File: config.mk
export PLATFORM = sky130hd
export DESIGN_NAME = lcg_glue_flat
export DESIGN_NICKNAME = d
export VERILOG_FILES = /design/src/hw/lcg_pkg.sv /design/src/hw/lcg_if.sv /design/src/hw/lcg_glue.sv /design/src/flat_wrapper.sv
export SDC_FILE = /design/constraint.sdc
export NUM_CORES = 1
export LEC_CHECK = 0
export ABC_AREA = 1
export BUFFER_PORTS_ARGS = -buffer_cell sky130_fd_sc_hd__buf_4
export CAP_MARGIN = 10
export CORE_UTILIZATION = 24
export DETAILED_ROUTE_END_ITERATION = 8
export GPL_ROUTABILITY_DRIVEN = 0
export PLACE_DENSITY = 0.78
export SLEW_MARGIN = 20
export SYNTH_ARGS = -nofsm -noshare
export SYNTH_HDL_FRONTEND = slang
export SYNTH_SLANG_ARGS = --single-unit
File: constraint.sdc
create_clock -name clk_sys -period 0.8 [get_ports clk_sys]
set_input_delay 0.12 -clock clk_sys [delete_from_list [all_inputs] [get_ports clk_sys]]
set_output_delay 0.12 -clock clk_sys [all_outputs]
set_load 0.02 [all_outputs]
File: src/hw/lcg_pkg.sv
package lcg_pkg;
    localparam int ADDR_W = 32;
    localparam int DATA_W = 32;
    localparam logic [ADDR_W-1:0] GLUE_ADDR_DEF = 32'hfff0_0000;
    localparam logic [ADDR_W-1:0] SLAVE_ADDR_DEF = 32'hfff0_0010;
    localparam int SEL_BIT_POS = 0;
    localparam logic SEL_CHAN_ATTN = 1'b0;
    localparam logic SEL_COPROC_INIT = 1'b1;
    localparam logic CHAN_ATTN_RST = 1'b0;
    localparam logic COPROC_INIT_RST = 1'b0;
endpackage : lcg_pkg

File: src/hw/lcg_if.sv
`timescale 1ns/1ps
interface lcg_if;
    import lcg_pkg::*;
    logic address_strobe_n;
    logic mem_write;
    logic [ADDR_W-1:0] addr;
    logic [DATA_W-1:0] data;
    logic bus_request;
    logic bus_grant_in;
    logic channel_attention;
    logic coprocessor_init;
    logic slave_access_n;
    logic mem_io_out;
    logic mem_io_oe_n;
    logic data_code_out;
    logic data_code_oe_n;
    logic cop_address_strobe_n;
    logic cop_write;
    logic external_snoop_strobe_n;
    modport glue (
        input address_strobe_n, mem_write, addr, data, bus_request,
        input bus_grant_in, cop_address_strobe_n, cop_write,
        output channel_attention, coprocessor_init, slave_access_n,
        output mem_io_out, mem_io_oe_n, data_code_out, data_code_oe_n,
        output external_snoop_strobe_n
    );
    modport proc (
        output address_strobe_n, mem_write, addr, data, bus_grant_in,
        input bus_request, channel_attention, coprocessor_init,
        input slave_access_n, mem_io_out, mem_io_oe_n, data_code_out,
        input data_code_oe_n, cop_address_strobe_n, cop_write,
        input external_snoop_strobe_n
    );
endinterface : lcg_if

File: src/hw/lcg_glue.sv
`timescale 1ns/1ps
// Notes on behaviour
// - glue-address write, data bit zero picks signal
// - each signal held until a later glue write
// - assert only while bus grant inactive
// - slave strobe decoded, exactly one clock long
// - coprocessor reads data as slave control then
// - processor keeps coprocessor idle around slave access
// - grant and request drive status lines high
// - snoop strobe pulsed on coprocessor write cycles
// - shared memory should stay uncached
// - channel attention makes coprocessor read control block
module lcg_glue
    import lcg_pkg::*;
#(
    parameter logic [ADDR_W-1:0] GLUE_ADDR = GLUE_ADDR_DEF,
    parameter logic [ADDR_W-1:0] SLAVE_ADDR = SLAVE_ADDR_DEF,
    parameter bit SNOOP_EN = 1'b1
) (
    input wire logic clk_sys,
    input wire logic rst_n,
    lcg_if.glue bus,
    output logic attn_seen,
    output logic init_active
);
    // decoded cycle qualifiers
    logic owner;
    logic cycle_take;
    logic hit_glue;
    logic hit_slave;
    logic sel;
    logic cop_wr_cycle;

    // held control levels
    logic ca_q;
    logic init_q;
    logic next_ca;
    logic next_init;

    // attention pulse
    logic attn_q;
    logic next_attn;

    // slave access strobe
    logic slave_n_q;
    logic next_slave_n;

    // memory/io status line
    logic mio_q;
    logic mio_oe_n_q;
    logic next_mio;
    logic next_mio_oe_n;

    // data/code status line
    logic dc_q;
    logic dc_oe_n_q;
    logic next_dc;
    logic next_dc_oe_n;

    // snoop strobe
    logic snoop_n_q;
    logic next_snoop_n;

    // coprocessor owns the bus
    always_comb begin
        owner = bus.bus_request && bus.bus_grant_in;
    end

    // processor write cycle decode
    always_comb begin
        cycle_take = !bus.address_strobe_n && bus.mem_write && !owner;
        hit_glue = cycle_take && (bus.addr == GLUE_ADDR);
        hit_slave = cycle_take && (bus.addr == SLAVE_ADDR);
        sel = bus.data[SEL_BIT_POS];
    end

    // coprocessor write cycle decode
    always_comb begin
        cop_wr_cycle = owner && !bus.cop_address_strobe_n && bus.cop_write;
    end

    // held control toggles
    always_comb begin
        next_ca = ca_q;
        next_init = init_q;
        if (hit_glue && !bus.bus_grant_in) begin
            if (sel == SEL_CHAN_ATTN) begin
                next_ca = !ca_q;
            end else begin
                next_init = !init_q;
            end
        end
    end

    always_ff @(posedge clk_sys or negedge rst_n) begin
        if (!rst_n) begin
            ca_q <= CHAN_ATTN_RST;
            init_q <= COPROC_INIT_RST;
        end else begin
            ca_q <= next_ca;
            init_q <= next_init;
        end
    end

    // one-cycle pulse on attention rise
    always_comb begin
        next_attn = 1'b0;
        if (next_ca && !ca_q) begin
            next_attn = 1'b1;
        end
    end

    always_ff @(posedge clk_sys or negedge rst_n) begin
        if (!rst_n) begin
            attn_q <= 1'b0;
        end else begin
            attn_q <= next_attn;
        end
    end

    // slave strobe, suppressed back to back
    always_comb begin
        next_slave_n = 1'b1;
        if (hit_slave && slave_n_q) begin
            next_slave_n = 1'b0;
        end
    end

    always_ff @(posedge clk_sys or negedge rst_n) begin
        if (!rst_n) begin
            slave_n_q <= 1'b1;
        end else begin
            slave_n_q <= next_slave_n;
        end
    end

    // memory/io driven high while owner
    always_comb begin
        next_mio = 1'b1;
        next_mio_oe_n = 1'b1;
        if (owner) begin
            next_mio_oe_n = 1'b0;
        end
    end

    always_ff @(posedge clk_sys or negedge rst_n) begin
        if (!rst_n) begin
            mio_q <= 1'b1;
            mio_oe_n_q <= 1'b1;
        end else begin
            mio_q <= next_mio;
            mio_oe_n_q <= next_mio_oe_n;
        end
    end

    // data/code driven high while owner
    always_comb begin
        next_dc = 1'b1;
        next_dc_oe_n = 1'b1;
        if (owner) begin
            next_dc_oe_n = 1'b0;
        end
    end

    always_ff @(posedge clk_sys or negedge rst_n) begin
        if (!rst_n) begin
            dc_q <= 1'b1;
            dc_oe_n_q <= 1'b1;
        end else begin
            dc_q <= next_dc;
            dc_oe_n_q <= next_dc_oe_n;
        end
    end

    // invalidation strobe on coprocessor writes
    always_comb begin
        next_snoop_n = 1'b1;
        if (SNOOP_EN && cop_wr_cycle) begin
            next_snoop_n = 1'b0;
        end
    end

    always_ff @(posedge clk_sys or negedge rst_n) begin
        if (!rst_n) begin
            snoop_n_q <= 1'b1;
        end else begin
            snoop_n_q <= next_snoop_n;
        end
    end

    // control pins
    assign bus.channel_attention = ca_q;
    assign bus.coprocessor_init = init_q;
    assign bus.slave_access_n = slave_n_q;

    // status pins
    assign bus.mem_io_out = mio_q;
    assign bus.data_code_out = dc_q;
    assign bus.mem_io_oe_n = mio_oe_n_q;
    assign bus.data_code_oe_n = dc_oe_n_q;
    assign bus.external_snoop_strobe_n = snoop_n_q;

    // side outputs
    assign attn_seen = attn_q;
    assign init_active = init_q;
endmodule : lcg_glue

File: src/flat_wrapper.sv
// flat-port wrapper written by rule: the top's interface ports become plain ports
module lcg_glue_flat import lcg_pkg::*;
#(
    parameter logic [ADDR_W-1:0] GLUE_ADDR = GLUE_ADDR_DEF,
    parameter logic [ADDR_W-1:0] SLAVE_ADDR = SLAVE_ADDR_DEF,
    parameter bit SNOOP_EN = 1'b1
)
  (clk_sys, rst_n, attn_seen, init_active, bus_address_strobe_n, bus_mem_write, bus_addr, bus_data, bus_bus_request, bus_bus_grant_in, bus_cop_address_strobe_n, bus_cop_write, bus_channel_attention, bus_coprocessor_init, bus_slave_access_n, bus_mem_io_out, bus_mem_io_oe_n, bus_data_code_out, bus_data_code_oe_n, bus_external_snoop_strobe_n);
  lcg_if bus_i ();
  input wire logic clk_sys;
  input wire logic rst_n;
  output logic attn_seen;
  output logic init_active;
  input wire logic [$bits(bus_i.address_strobe_n)-1:0] bus_address_strobe_n;
  input wire logic [$bits(bus_i.mem_write)-1:0] bus_mem_write;
  input wire logic [$bits(bus_i.addr)-1:0] bus_addr;
  input wire logic [$bits(bus_i.data)-1:0] bus_data;
  input wire logic [$bits(bus_i.bus_request)-1:0] bus_bus_request;
  input wire logic [$bits(bus_i.bus_grant_in)-1:0] bus_bus_grant_in;
  input wire logic [$bits(bus_i.cop_address_strobe_n)-1:0] bus_cop_address_strobe_n;
  input wire logic [$bits(bus_i.cop_write)-1:0] bus_cop_write;
  output wire logic [$bits(bus_i.channel_attention)-1:0] bus_channel_attention;
  output wire logic [$bits(bus_i.coprocessor_init)-1:0] bus_coprocessor_init;
  output wire logic [$bits(bus_i.slave_access_n)-1:0] bus_slave_access_n;
  output wire logic [$bits(bus_i.mem_io_out)-1:0] bus_mem_io_out;
  output wire logic [$bits(bus_i.mem_io_oe_n)-1:0] bus_mem_io_oe_n;
  output wire logic [$bits(bus_i.data_code_out)-1:0] bus_data_code_out;
  output wire logic [$bits(bus_i.data_code_oe_n)-1:0] bus_data_code_oe_n;
  output wire logic [$bits(bus_i.external_snoop_strobe_n)-1:0] bus_external_snoop_strobe_n;
  assign bus_i.address_strobe_n = bus_address_strobe_n;
  assign bus_i.mem_write = bus_mem_write;
  assign bus_i.addr = bus_addr;
  assign bus_i.data = bus_data;
  assign bus_i.bus_request = bus_bus_request;
  assign bus_i.bus_grant_in = bus_bus_grant_in;
  assign bus_i.cop_address_strobe_n = bus_cop_address_strobe_n;
  assign bus_i.cop_write = bus_cop_write;
  assign bus_channel_attention = bus_i.channel_attention;
  assign bus_coprocessor_init = bus_i.coprocessor_init;
  assign bus_slave_access_n = bus_i.slave_access_n;
  assign bus_mem_io_out = bus_i.mem_io_out;
  assign bus_mem_io_oe_n = bus_i.mem_io_oe_n;
  assign bus_data_code_out = bus_i.data_code_out;
  assign bus_data_code_oe_n = bus_i.data_code_oe_n;
  assign bus_external_snoop_strobe_n = bus_i.external_snoop_strobe_n;
  lcg_glue #(.GLUE_ADDR(GLUE_ADDR), .SLAVE_ADDR(SLAVE_ADDR), .SNOOP_EN(SNOOP_EN)) u_core (.clk_sys(clk_sys), .rst_n(rst_n), .bus(bus_i), .attn_seen(attn_seen), .init_active(init_active));
endmodule
Word-level counts from Yosys, hierarchy flattened
Index checks and enable logic that the tools add are counted.
- logic and storage cells: 31
- input port bits: 72
- register bits: 6
- equal/unequal tests: 2
- muxes and demuxes: 6
- reduce and logical (&&, ||, !) cells: 17
- operators by type and width (cell ; count):
    $eq 32x32->1 const B ; 2
    $logic_and 1x1->1 ; 10
    $logic_not 1->1 ; 6
    $mux 1 ; 6
    $reduce_and 2->1 ; 1

Longest topological paths before layout
Gate-level depths: netlist (run 1).
- depth in word-level cells: 8
- gate-level depth with buffers: 8
- gate-level depth less buffers: 8

Worst setup path before layout (run 1)
No wires, ideal clock.
- kind: register -> register
- start: reg u_core.slave_n_q (netlist: u_core.bus.slave_access_n)
- end: reg u_core.slave_n_q (netlist: u_core.bus.slave_access_n)
- cell stages (with the launch flop): 4
- library setup time: 0.092 ns
- data arrival time: 0.803 ns
- path buffers: 0
- path slack: -0.095 ns
- cells stage by stage: dfstp_2 > nand2_1 > nor2_1 > nand4_1
- cells in the longest elaborated chain, start to end: 2
- ends and longest elaborated chain (what ; line ; source):
    start: declaration ; lcg_glue.sv:45 ; logic slave_n_q;
    start signal: assignment ; lcg_glue.sv:133 ; slave_n_q <= next_slave_n;
    $logic_and 1x1->1 ; lcg_glue.sv:124 ; if (hit_slave && slave_n_q) begin
    $mux 1 ; lcg_glue.sv:124 ;
    net u_core.next_slave_n ; lcg_glue.sv:46 ; logic next_slave_n;
The timed path passes the listed nets, and every way through them passes these cells.
A chain may end at the register's enable or synchronous reset.

==> run metrics, run 1 <==
commonest cells in the netlist=nand2_1, nor2_1, inv_1; Worst-path clk slew=0.04 ns; hold_sp=bus_cop_write; sequential cell area fraction in the yosys report=0.322; final routed DRC violation total=0; routed length per instance=10.1 um; area post-placement=886 sq um; Critical Setup Path Class=reg -> out; Rows=15; Pwr Density=841 nW/um^2; area share of the largest cell type after synthesis=0.173; H-tree levels=1; DRT met1 WL=601 um; dominant synthesized flop cell=dfstp_2; Leak=0.567 nW; outcome=finished with violations; crit path buf inv count=1; Worst-Skew Late Latency=0.25 ns; area of the die=2170 sq um; core area=1800 sq um; Setup Skew=0.0121 ns; Stages on worst setup path=1; first-pass GRT wire length=2180 um; Worst Hold Endpoint=u_core.bus.external_snoop_strobe_n; worst setup margin=-0.231 ns; path depth of the worst reg2reg path=3; vias in the first global route=613; critical path cell sequence=buf_6; final net count=208; drt initial violations=5; Yosys reg bits=6; final core utilization=0.609; Chip Width=46.6 um; fill cell count=181; R2R Setup Slk=-0.03 ns; Num CTS Buffers=3; minimum clock period=1.03 ns; top sig layer=met4; crit share post-route=1.29; Top delay family on crit path=flip-flops; Inserted Diodes=0; synthesized instance count=77; # Max-Cap Violations=0; pin count of the biggest net entering global routing=7; Netlist Area Pre-Place=478 sq um; layout overhead on the synthesized area=130%; max incr delay on CP=0.55 ns; share of cells above drive strength 1=0.689; global route total overflow=0; worst min-delay path class=in -> reg; most common cell in the synthesized netlist=nand2_1; Slowest cell on crit path=dfstp_2; failing checks=negative setup slack; CP Data Required Time=0.68 ns; Initial Utilization=0.265; Final Instance Area=1100 sq um; reg2reg start=u_core.bus.slave_access_n; CTS tree=yes; synth warn=0; Netlist cell types=14; io pins=82; root buffer cell=clkbuf_4; DPL Wire Length=1130 um; cell taking the most area after synthesis=nand2_1; largest cells by area after synthesis=nand2_1, dfstp_2, dfrtp_1, nor2_1, inv_1; RSZ-0062 raised after global routing=true; final slew viol count=0; CTS Buffer Depth=2; Final Hold Vio Count=0; routed via count=651; Post-DRT Antenna Nets=0; nature of the critical path endpoint=output pin; clk sink count=6; VDD IR max=0.464 mV; DR vias/cell=4.07; CP max FO=2; Worst Setup Slack post-DPL=-0.222 ns; EDFF count, synth=0; crit path launch type=flip-flop; Total Power=0.922 mW; final setup vio count=10; Syn Area/Cell=6.21 sq um; initial antenna violation count=0; Arr. time, crit path=0.91 ns; chip height=46.6 um; ys async rst share=1.00; setup TNS=-1.30 ns; Max Fclk=0.970 GHz; port bufs=48; Routed WL=1610 um; Total GRT Usage=0.137; hold depth=2; Pre-antenna DRT Iters=4; WL met2=881 um; Met3 Wirelength=112 um; reg2reg end=u_core.bus.slave_access_n
-- layer usage --
layer / vias up / global-route usage
li1: 336 / -
met1: 278 / 0.139
met2: 35 / 0.261
met3: 2 / 0.0235
met4: 0 / 0.0686
met5: - / 0
-- worst reg2reg max path: stages (launching register included) --
cell     delay, ns
dfstp_2       0.54
nand2_1       0.05
nor2_1        0.07
nand4_1       0.08
-- flip-flops by register name, summed over array words and instances, names as in the netlist --
name,cells
u_core.attn_seen,1
u_core.bus.channel_attention,1
u_core.bus.coprocessor_init,1
u_core.bus.external_snoop_strobe_n,1
u_core.bus.mem_io_oe_n,1
u_core.bus.slave_access_n,1
-- report_power, final --
part | leakage, nW | internal (mW) | switching, mW
Sequential | 0.0735 | 0.312 | 0.00349
Combinational | 0.479 | 0.187 | 0.119
Clock | 0.0150 | 0.189 | 0.112
-- how the worst max path moves through the flow --
| stage | to | startpoint |
|---|---|---|
| after global routing | bus_slave_access_n | u_core.bus.slave_access_n |
| after global placement | u_core.bus.coprocessor_init | bus_addr[19] |
| final | bus_data_code_oe_n | u_core.bus.mem_io_oe_n |
| after detailed placement | u_core.bus.channel_attention | bus_addr[19] |
| after floorplan | u_core.bus.slave_access_n | u_core.bus.slave_access_n |
| after CTS | bus_slave_access_n | u_core.bus.slave_access_n |
-- layout by cell type (no fill, tap or decap) --
| master | instances |
|---|---|
| buf_6 | 15 |
| inv_2 | 3 |
| nand2_1 | 17 |
| clkbuf_1 | 1 |
| nor2_1 | 6 |
| buf_4 | 41 |
| nor2_4 | 9 |
| nand3_1 | 1 |
| dlygate4sd3_1 | 1 |
| conb_1 | 2 |
| inv_1 | 10 |
| clkbuf_4 | 3 |
| nand2_2 | 8 |
| nand4_1 | 1 |
| nand3_2 | 3 |
| nor3_4 | 1 |
| dfrtp_1 | 3 |
| nor3_2 | 1 |
| nor2_2 | 6 |
| dfstp_2 | 3 |
-- timing repair --
item                                    CTS  global route
hold buffers                              1             0
hold endpoints to repair                  6             0
endpoints found under the setup margin    9            11
pin swaps                                 1            18
buffers inserted                          2             2
gates resized for setup                   8            34
gates cloned                              0             0
-- final cells by class --
cell class | instances | area, sq um | area share
Sequential cell | 6 | 154 | 0.140
Timing Repair Buffer | 57 | 487 | 0.444
Inverter | 13 | 48.8 | 0.0445
Multi-Input combinational cell | 55 | 350 | 0.319
Clock buffer | 4 | 26.3 | 0.0239
Tap cell | 25 | 31.3 | 0.0285
-- cell families (layout without fill, tap and decap cells) --
logic type             count (synthesis)  in the layout  synth area share
AND/OR/NAND/NOR                       53             53             0.505
buffers and inverters                 17             74             0.165
other                                  1              2           0.00785
flip-flops                             6              6             0.322
-- metrics by stage --
step | instances | hold slack, ns
final | 160 | 0.0141
after global routing | 160 | 0.0135
after CTS | 158 | 0.00789
after detailed placement | 151 | -0.0687
after global placement | 151 | -0.0709
after floorplan | 78 | -0.176
Note: power is estimated with default switching activity, not from simulation.
==> inputs of run 2 (changes only) <==
--- a/config.mk
+++ b/config.mk
@@ -12,7 +12,7 @@
 export DETAILED_ROUTE_END_ITERATION = 8
 export GPL_ROUTABILITY_DRIVEN = 0
 export PLACE_DENSITY = 0.78
-export SLEW_MARGIN = 20
+export SKIP_CTS_REPAIR_TIMING = 1
 export SYNTH_ARGS = -nofsm -noshare
 export SYNTH_HDL_FRONTEND = slang
 export SYNTH_SLANG_ARGS = --single-unit
==> constraint.sdc (replaced) <==
create_clock -name clk_sys -period 0.8 [get_ports clk_sys]
set_input_delay 0.12 -clock clk_sys [delete_from_list [all_inputs] [get_ports clk_sys]]
set_output_delay 0.12 -clock clk_sys [all_outputs]
set_load 0.05 [all_outputs]
==> run 2 against run 1 <==
- the flow still finishes with violations (negative setup slack)
- total power grew 1.1%
- hold slack better by 0.00096 ns
- routed wire length down 3.8%
- combinational power is 2% higher
- die area stayed put
- critical path depth stayed put
- clock power up 2%
- first-iteration DRC count increased by 40%
- sequential power hardly changed
==> run metrics, run 2 (same netlist as run 1, synthesis figures left out) <==
outcome=finished with violations; failing checks=negative setup slack; Critical Setup Path Class=reg -> out; final net count=209; layout overhead on the synthesized area=123%; final slew viol count=0; Routed WL=1550 um; crit share post-route=1.35; Final Hold Vio Count=0; H-tree levels=1; final setup vio count=9; Setup Skew=0.0000445 ns; setup TNS=-1.64 ns; routed via count=659; DR vias/cell=4.09; io pins=82; # Max-Cap Violations=0; Total Power=0.932 mW; Arr. time, crit path=0.96 ns; most common cell after layout, fill and taps aside=buf_4; share of cells above drive strength 1=0.669; first-pass GRT wire length=1920 um; CP Data Required Time=0.68 ns; Max Fclk=0.927 GHz; core area=1800 sq um; Final Instance Area=1060 sq um; vias in the first global route=534; drt initial violations=7; DPL Wire Length=1140 um; Slowest cell on crit path=dfstp_2; crit path launch type=flip-flop; Top delay family on crit path=flip-flops; Initial Utilization=0.265; critical path cell sequence=buf_8; Pre-antenna DRT Iters=4; most frequent cells in the layout=buf_4, nand2_1, inv_1; initial antenna violation count=0; VDD IR max=0.494 mV; hold depth=2; Inserted Diodes=0; reg2reg start=u_core.bus.slave_access_n; Post-DRT Antenna Nets=0; routed length per instance=9.65 um; root buffer cell=clkbuf_4; reg2reg end=u_core.bus.slave_access_n; hold_sp=bus_cop_write; CP max FO=2; worst min-delay path class=in -> reg; Chip Width=46.6 um; final routed DRC violation total=0; nature of the critical path endpoint=output pin; CTS Buffer Depth=2; clk sink count=6; RSZ-0062 raised after global routing=true; placed cell count=151; port bufs=48; minimum clock period=1.08 ns; Total GRT Usage=0.124; Stages on worst setup path=1; crit path buf inv count=1; Leak=0.565 nW; Pwr Density=876 nW/um^2; CTS tree=yes; area of the die=2170 sq um; final core utilization=0.591; path depth of the worst reg2reg path=3; max incr delay on CP=0.56 ns; Worst-Skew Late Latency=0.25 ns; worst setup margin=-0.279 ns; area post-placement=888 sq um; Worst Hold Endpoint=u_core.bus.external_snoop_strobe_n; Final Non-Filler Cells=161; R2R Setup Slk=-0.09 ns; Worst-path clk slew=0.05 ns; Num CTS Buffers=3; global route total overflow=0; Rows=15; pin count of the biggest net entering global routing=7; chip height=46.6 um
## run 2: cell count changes in the layout (fill, tap and decap cells not counted), sizes merged
cell  previous run  this run
buf             56        57
## run 2: stage by stage
stage | hold slack (ns) | setup slack (ns)
after detailed placement | -0.0705 | -0.221
after floorplan | -0.176 | -0.196
final | 0.0150 | -0.279
after global routing | -0.00860 | -0.312
after global placement | -0.0707 | -0.179
after CTS | -0.343 | -0.316
## run 2: report_power, final
part	internal (mW)	switching, mW	leakage, nW
Clock	0.189	0.118	0.0150
Sequential	0.311	0.00201	0.0702
Combinational	0.175	0.136	0.480
Total	0.676	0.256	0.565
## run 2: worst max path at each step
stage,start,endpoint,slack (ns)
floorplan,u_core.bus.slave_access_n,u_core.bus.slave_access_n,-0.20
global placement,bus_addr[19],u_core.bus.coprocessor_init,-0.18
detailed placement,bus_addr[5],u_core.bus.coprocessor_init,-0.22
CTS,u_core.bus.slave_access_n,bus_slave_access_n,-0.32
global route,u_core.bus.slave_access_n,bus_slave_access_n,-0.31
finish,u_core.bus.slave_access_n,bus_slave_access_n,-0.28
## run 2: layout make-up
cell class	count	area, sq um
clock buffers	4	26.3
multi-input cells	55	319
inverters	13	48.8
fillers	176	737
flip-flops and latches	6	156
well taps	25	31.3
repair buffers	58	483
## run 2: metal layers
| layer | track usage | part of all wire | vias up |
|---|---|---|---|
| li1 | - | - | 337 |
| met1 | 0.120 | 0.35 | 289 |
| met2 | 0.236 | 0.57 | 31 |
| met3 | 0.0314 | 0.072 | 2 |
| met4 | 0.0629 | 0.0052 | 0 |
| met5 | 0 | 0 | - |
==> inputs of run 3 (changes only) <==
--- a/config.mk
+++ b/config.mk
@@ -8,10 +8,10 @@
 export ABC_AREA = 1
 export BUFFER_PORTS_ARGS = -buffer_cell sky130_fd_sc_hd__buf_4
 export CAP_MARGIN = 10
-export CORE_UTILIZATION = 24
+export CORE_UTILIZATION = 28
 export DETAILED_ROUTE_END_ITERATION = 8
 export GPL_ROUTABILITY_DRIVEN = 0
-export PLACE_DENSITY = 0.78
+export PLACE_DENSITY = 0.86
 export SKIP_CTS_REPAIR_TIMING = 1
 export SYNTH_ARGS = -nofsm -noshare
 export SYNTH_HDL_FRONTEND = slang
==> constraint.sdc (replaced) <==
create_clock -name clk_sys -period 1.25 [get_ports clk_sys]
set_input_delay 0.125 -clock clk_sys [delete_from_list [all_inputs] [get_ports clk_sys]]
set_output_delay 0.125 -clock clk_sys [all_outputs]
set_load 0.05 [all_outputs]
==> run 3 against run 2 <==
- the flow now finishes without violations
- global-route usage rose by 1.9 points
- die area fell by 14%
- first-iteration DRC count rose by 71%
- cell count fell by 11%
- flip-flop and latch count did not move
- critical path depth did not move
- total power fell by 39%
- design area fell by 18%
- sequential share of layout area rose by 3.0 points
- combinational power fell by 46%
- clock power fell by 35%
- utilization fell by 2.8 points
- critical endpoint unchanged
- largest power group unchanged
==> run metrics, run 3 (same netlist as run 1, synthesis figures left out) <==
Slowest cell on crit path=dfstp_2; most frequent cells in the layout=buf_4, nand2_1, nor2_1; Worst-path clk slew=0.06 ns; max incr delay on CP=0.53 ns; Post-DRT Antenna Nets=0; Leak=0.496 nW; io pins=82; Max Fclk=0.913 GHz; Chip Width=43.3 um; initial antenna violation count=0; core area=1540 sq um; routed via count=610; Critical Setup Path Class=reg -> out; H-tree levels=1; # Max-Cap Violations=0; RSZ-0062 raised after global routing=false; critical path cell sequence=buf_4; routed length per instance=8.68 um; vias in the first global route=576; Setup Skew=0.0101 ns; pin count of the biggest net entering global routing=7; Initial Utilization=0.310; CP max FO=2; drt initial violations=12; crit path launch type=flip-flop; Pwr Density=654 nW/um^2; layout overhead on the synthesized area=81.7%; Routed WL=1240 um; crit path buf inv count=1; Pre-antenna DRT Iters=4; port bufs=48; Rows=14; Worst-Skew Late Latency=0.25 ns; final setup vio count=0; minimum clock period=1.09 ns; DPL Wire Length=1110 um; chip height=43.3 um; crit share post-route=0.876; Final Non-Filler Cells=143; area of the die=1880 sq um; root buffer cell=clkbuf_4; most common cell after layout, fill and taps aside=buf_4; Total GRT Usage=0.143; first-pass GRT wire length=2050 um; Num CTS Buffers=3; VDD IR max=0.356 mV; nature of the critical path endpoint=output pin; global route total overflow=0; DR vias/cell=4.27; clk sink count=6; Final Hold Vio Count=0; setup TNS=0 ns; CTS Buffer Depth=2; final routed DRC violation total=0; outcome=finished, final reports clean; final net count=200; final slew viol count=0; share of cells above drive strength 1=0.488; Inserted Diodes=0; CP Data Required Time=1.12 ns; CTS tree=yes; worst min-delay path class=in -> reg; Top delay family on crit path=flip-flops; Arr. time, crit path=0.97 ns; placed cell count=138
run 3: cell types whose count changed in the layout (fill, tap and decap cells not counted), moves of 3 or more:
cell / previous run / this run
nor2_4: 4 / 1
nand2_2: 6 / 3
nand2_1: 19 / 22
inv_2: 3 / 0
nor2_1: 9 / 19
nor2_2: 8 / 1
inv_1: 10 / 13
buf_6: 8 / 0
run 3: final cells by class:
type | count | area [sq um]
Fill cell | 151 | 673
Timing Repair Buffer | 49 | 370
Multi-Input combinational cell | 55 | 249
Inverter | 13 | 48.8
Sequential cell | 6 | 154
Clock buffer | 4 | 26.3
Tap cell | 16 | 20.0
run 3: layer usage:
| metal | vias to the layer above | wire [um] | GRT usage |
|---|---|---|---|
| li1 | 320 | - | - |
| met1 | 261 | 431 | 0.142 |
| met2 | 29 | 701 | 0.287 |
| met3 | 0 | 108 | 0.0340 |
| met4 | 0 | 0 | 0.0364 |
| met5 | - | 0 | 0 |
run 3: stage by stage:
step	utilization	worst slack [ns]	power, mW	area [sq um]	hold WS (ns)
6_report	0.563	0.155	0.568	868	0.0101
5_1_grt	0.563	0.125	0.603	868	0.0171
4_1_cts	0.557	0.149	0.571	858	-0.331
3_5_place_dp	0.540	0.231	0.370	832	-0.0647
3_3_place_gp	0.540	0.265	0.366	832	-0.0659
2_1_floorplan	-	0.204	0.268	482	-0.171
run 3: power breakdown:
group / total (mW) / internal [mW] / switching (mW)
registers: 0.200 / 0.199 / 0.00106
logic: 0.168 / 0.0974 / 0.0709
clock network: 0.199 / 0.121 / 0.0777
total: 0.568 / 0.418 / 0.150
run 3: path summary, 6_finish.rpt:
path	end	cells after the start	slack (ns)	start
hold / removal	u_core.bus.external_snoop_strobe_n	2	0.01	bus_cop_write
min in group asynchronous	u_core.bus.coprocessor_init	2	0.22	rst_n
setup / recovery	bus_slave_access_n	1	0.16	u_core.bus.slave_access_n
max in group asynchronous	u_core.bus.mem_io_oe_n	2	0.82	rst_n
setup reg to reg	u_core.bus.slave_access_n	3	0.40	u_core.bus.slave_access_n
hold reg to reg	u_core.bus.channel_attention	2	0.50	u_core.bus.channel_attention
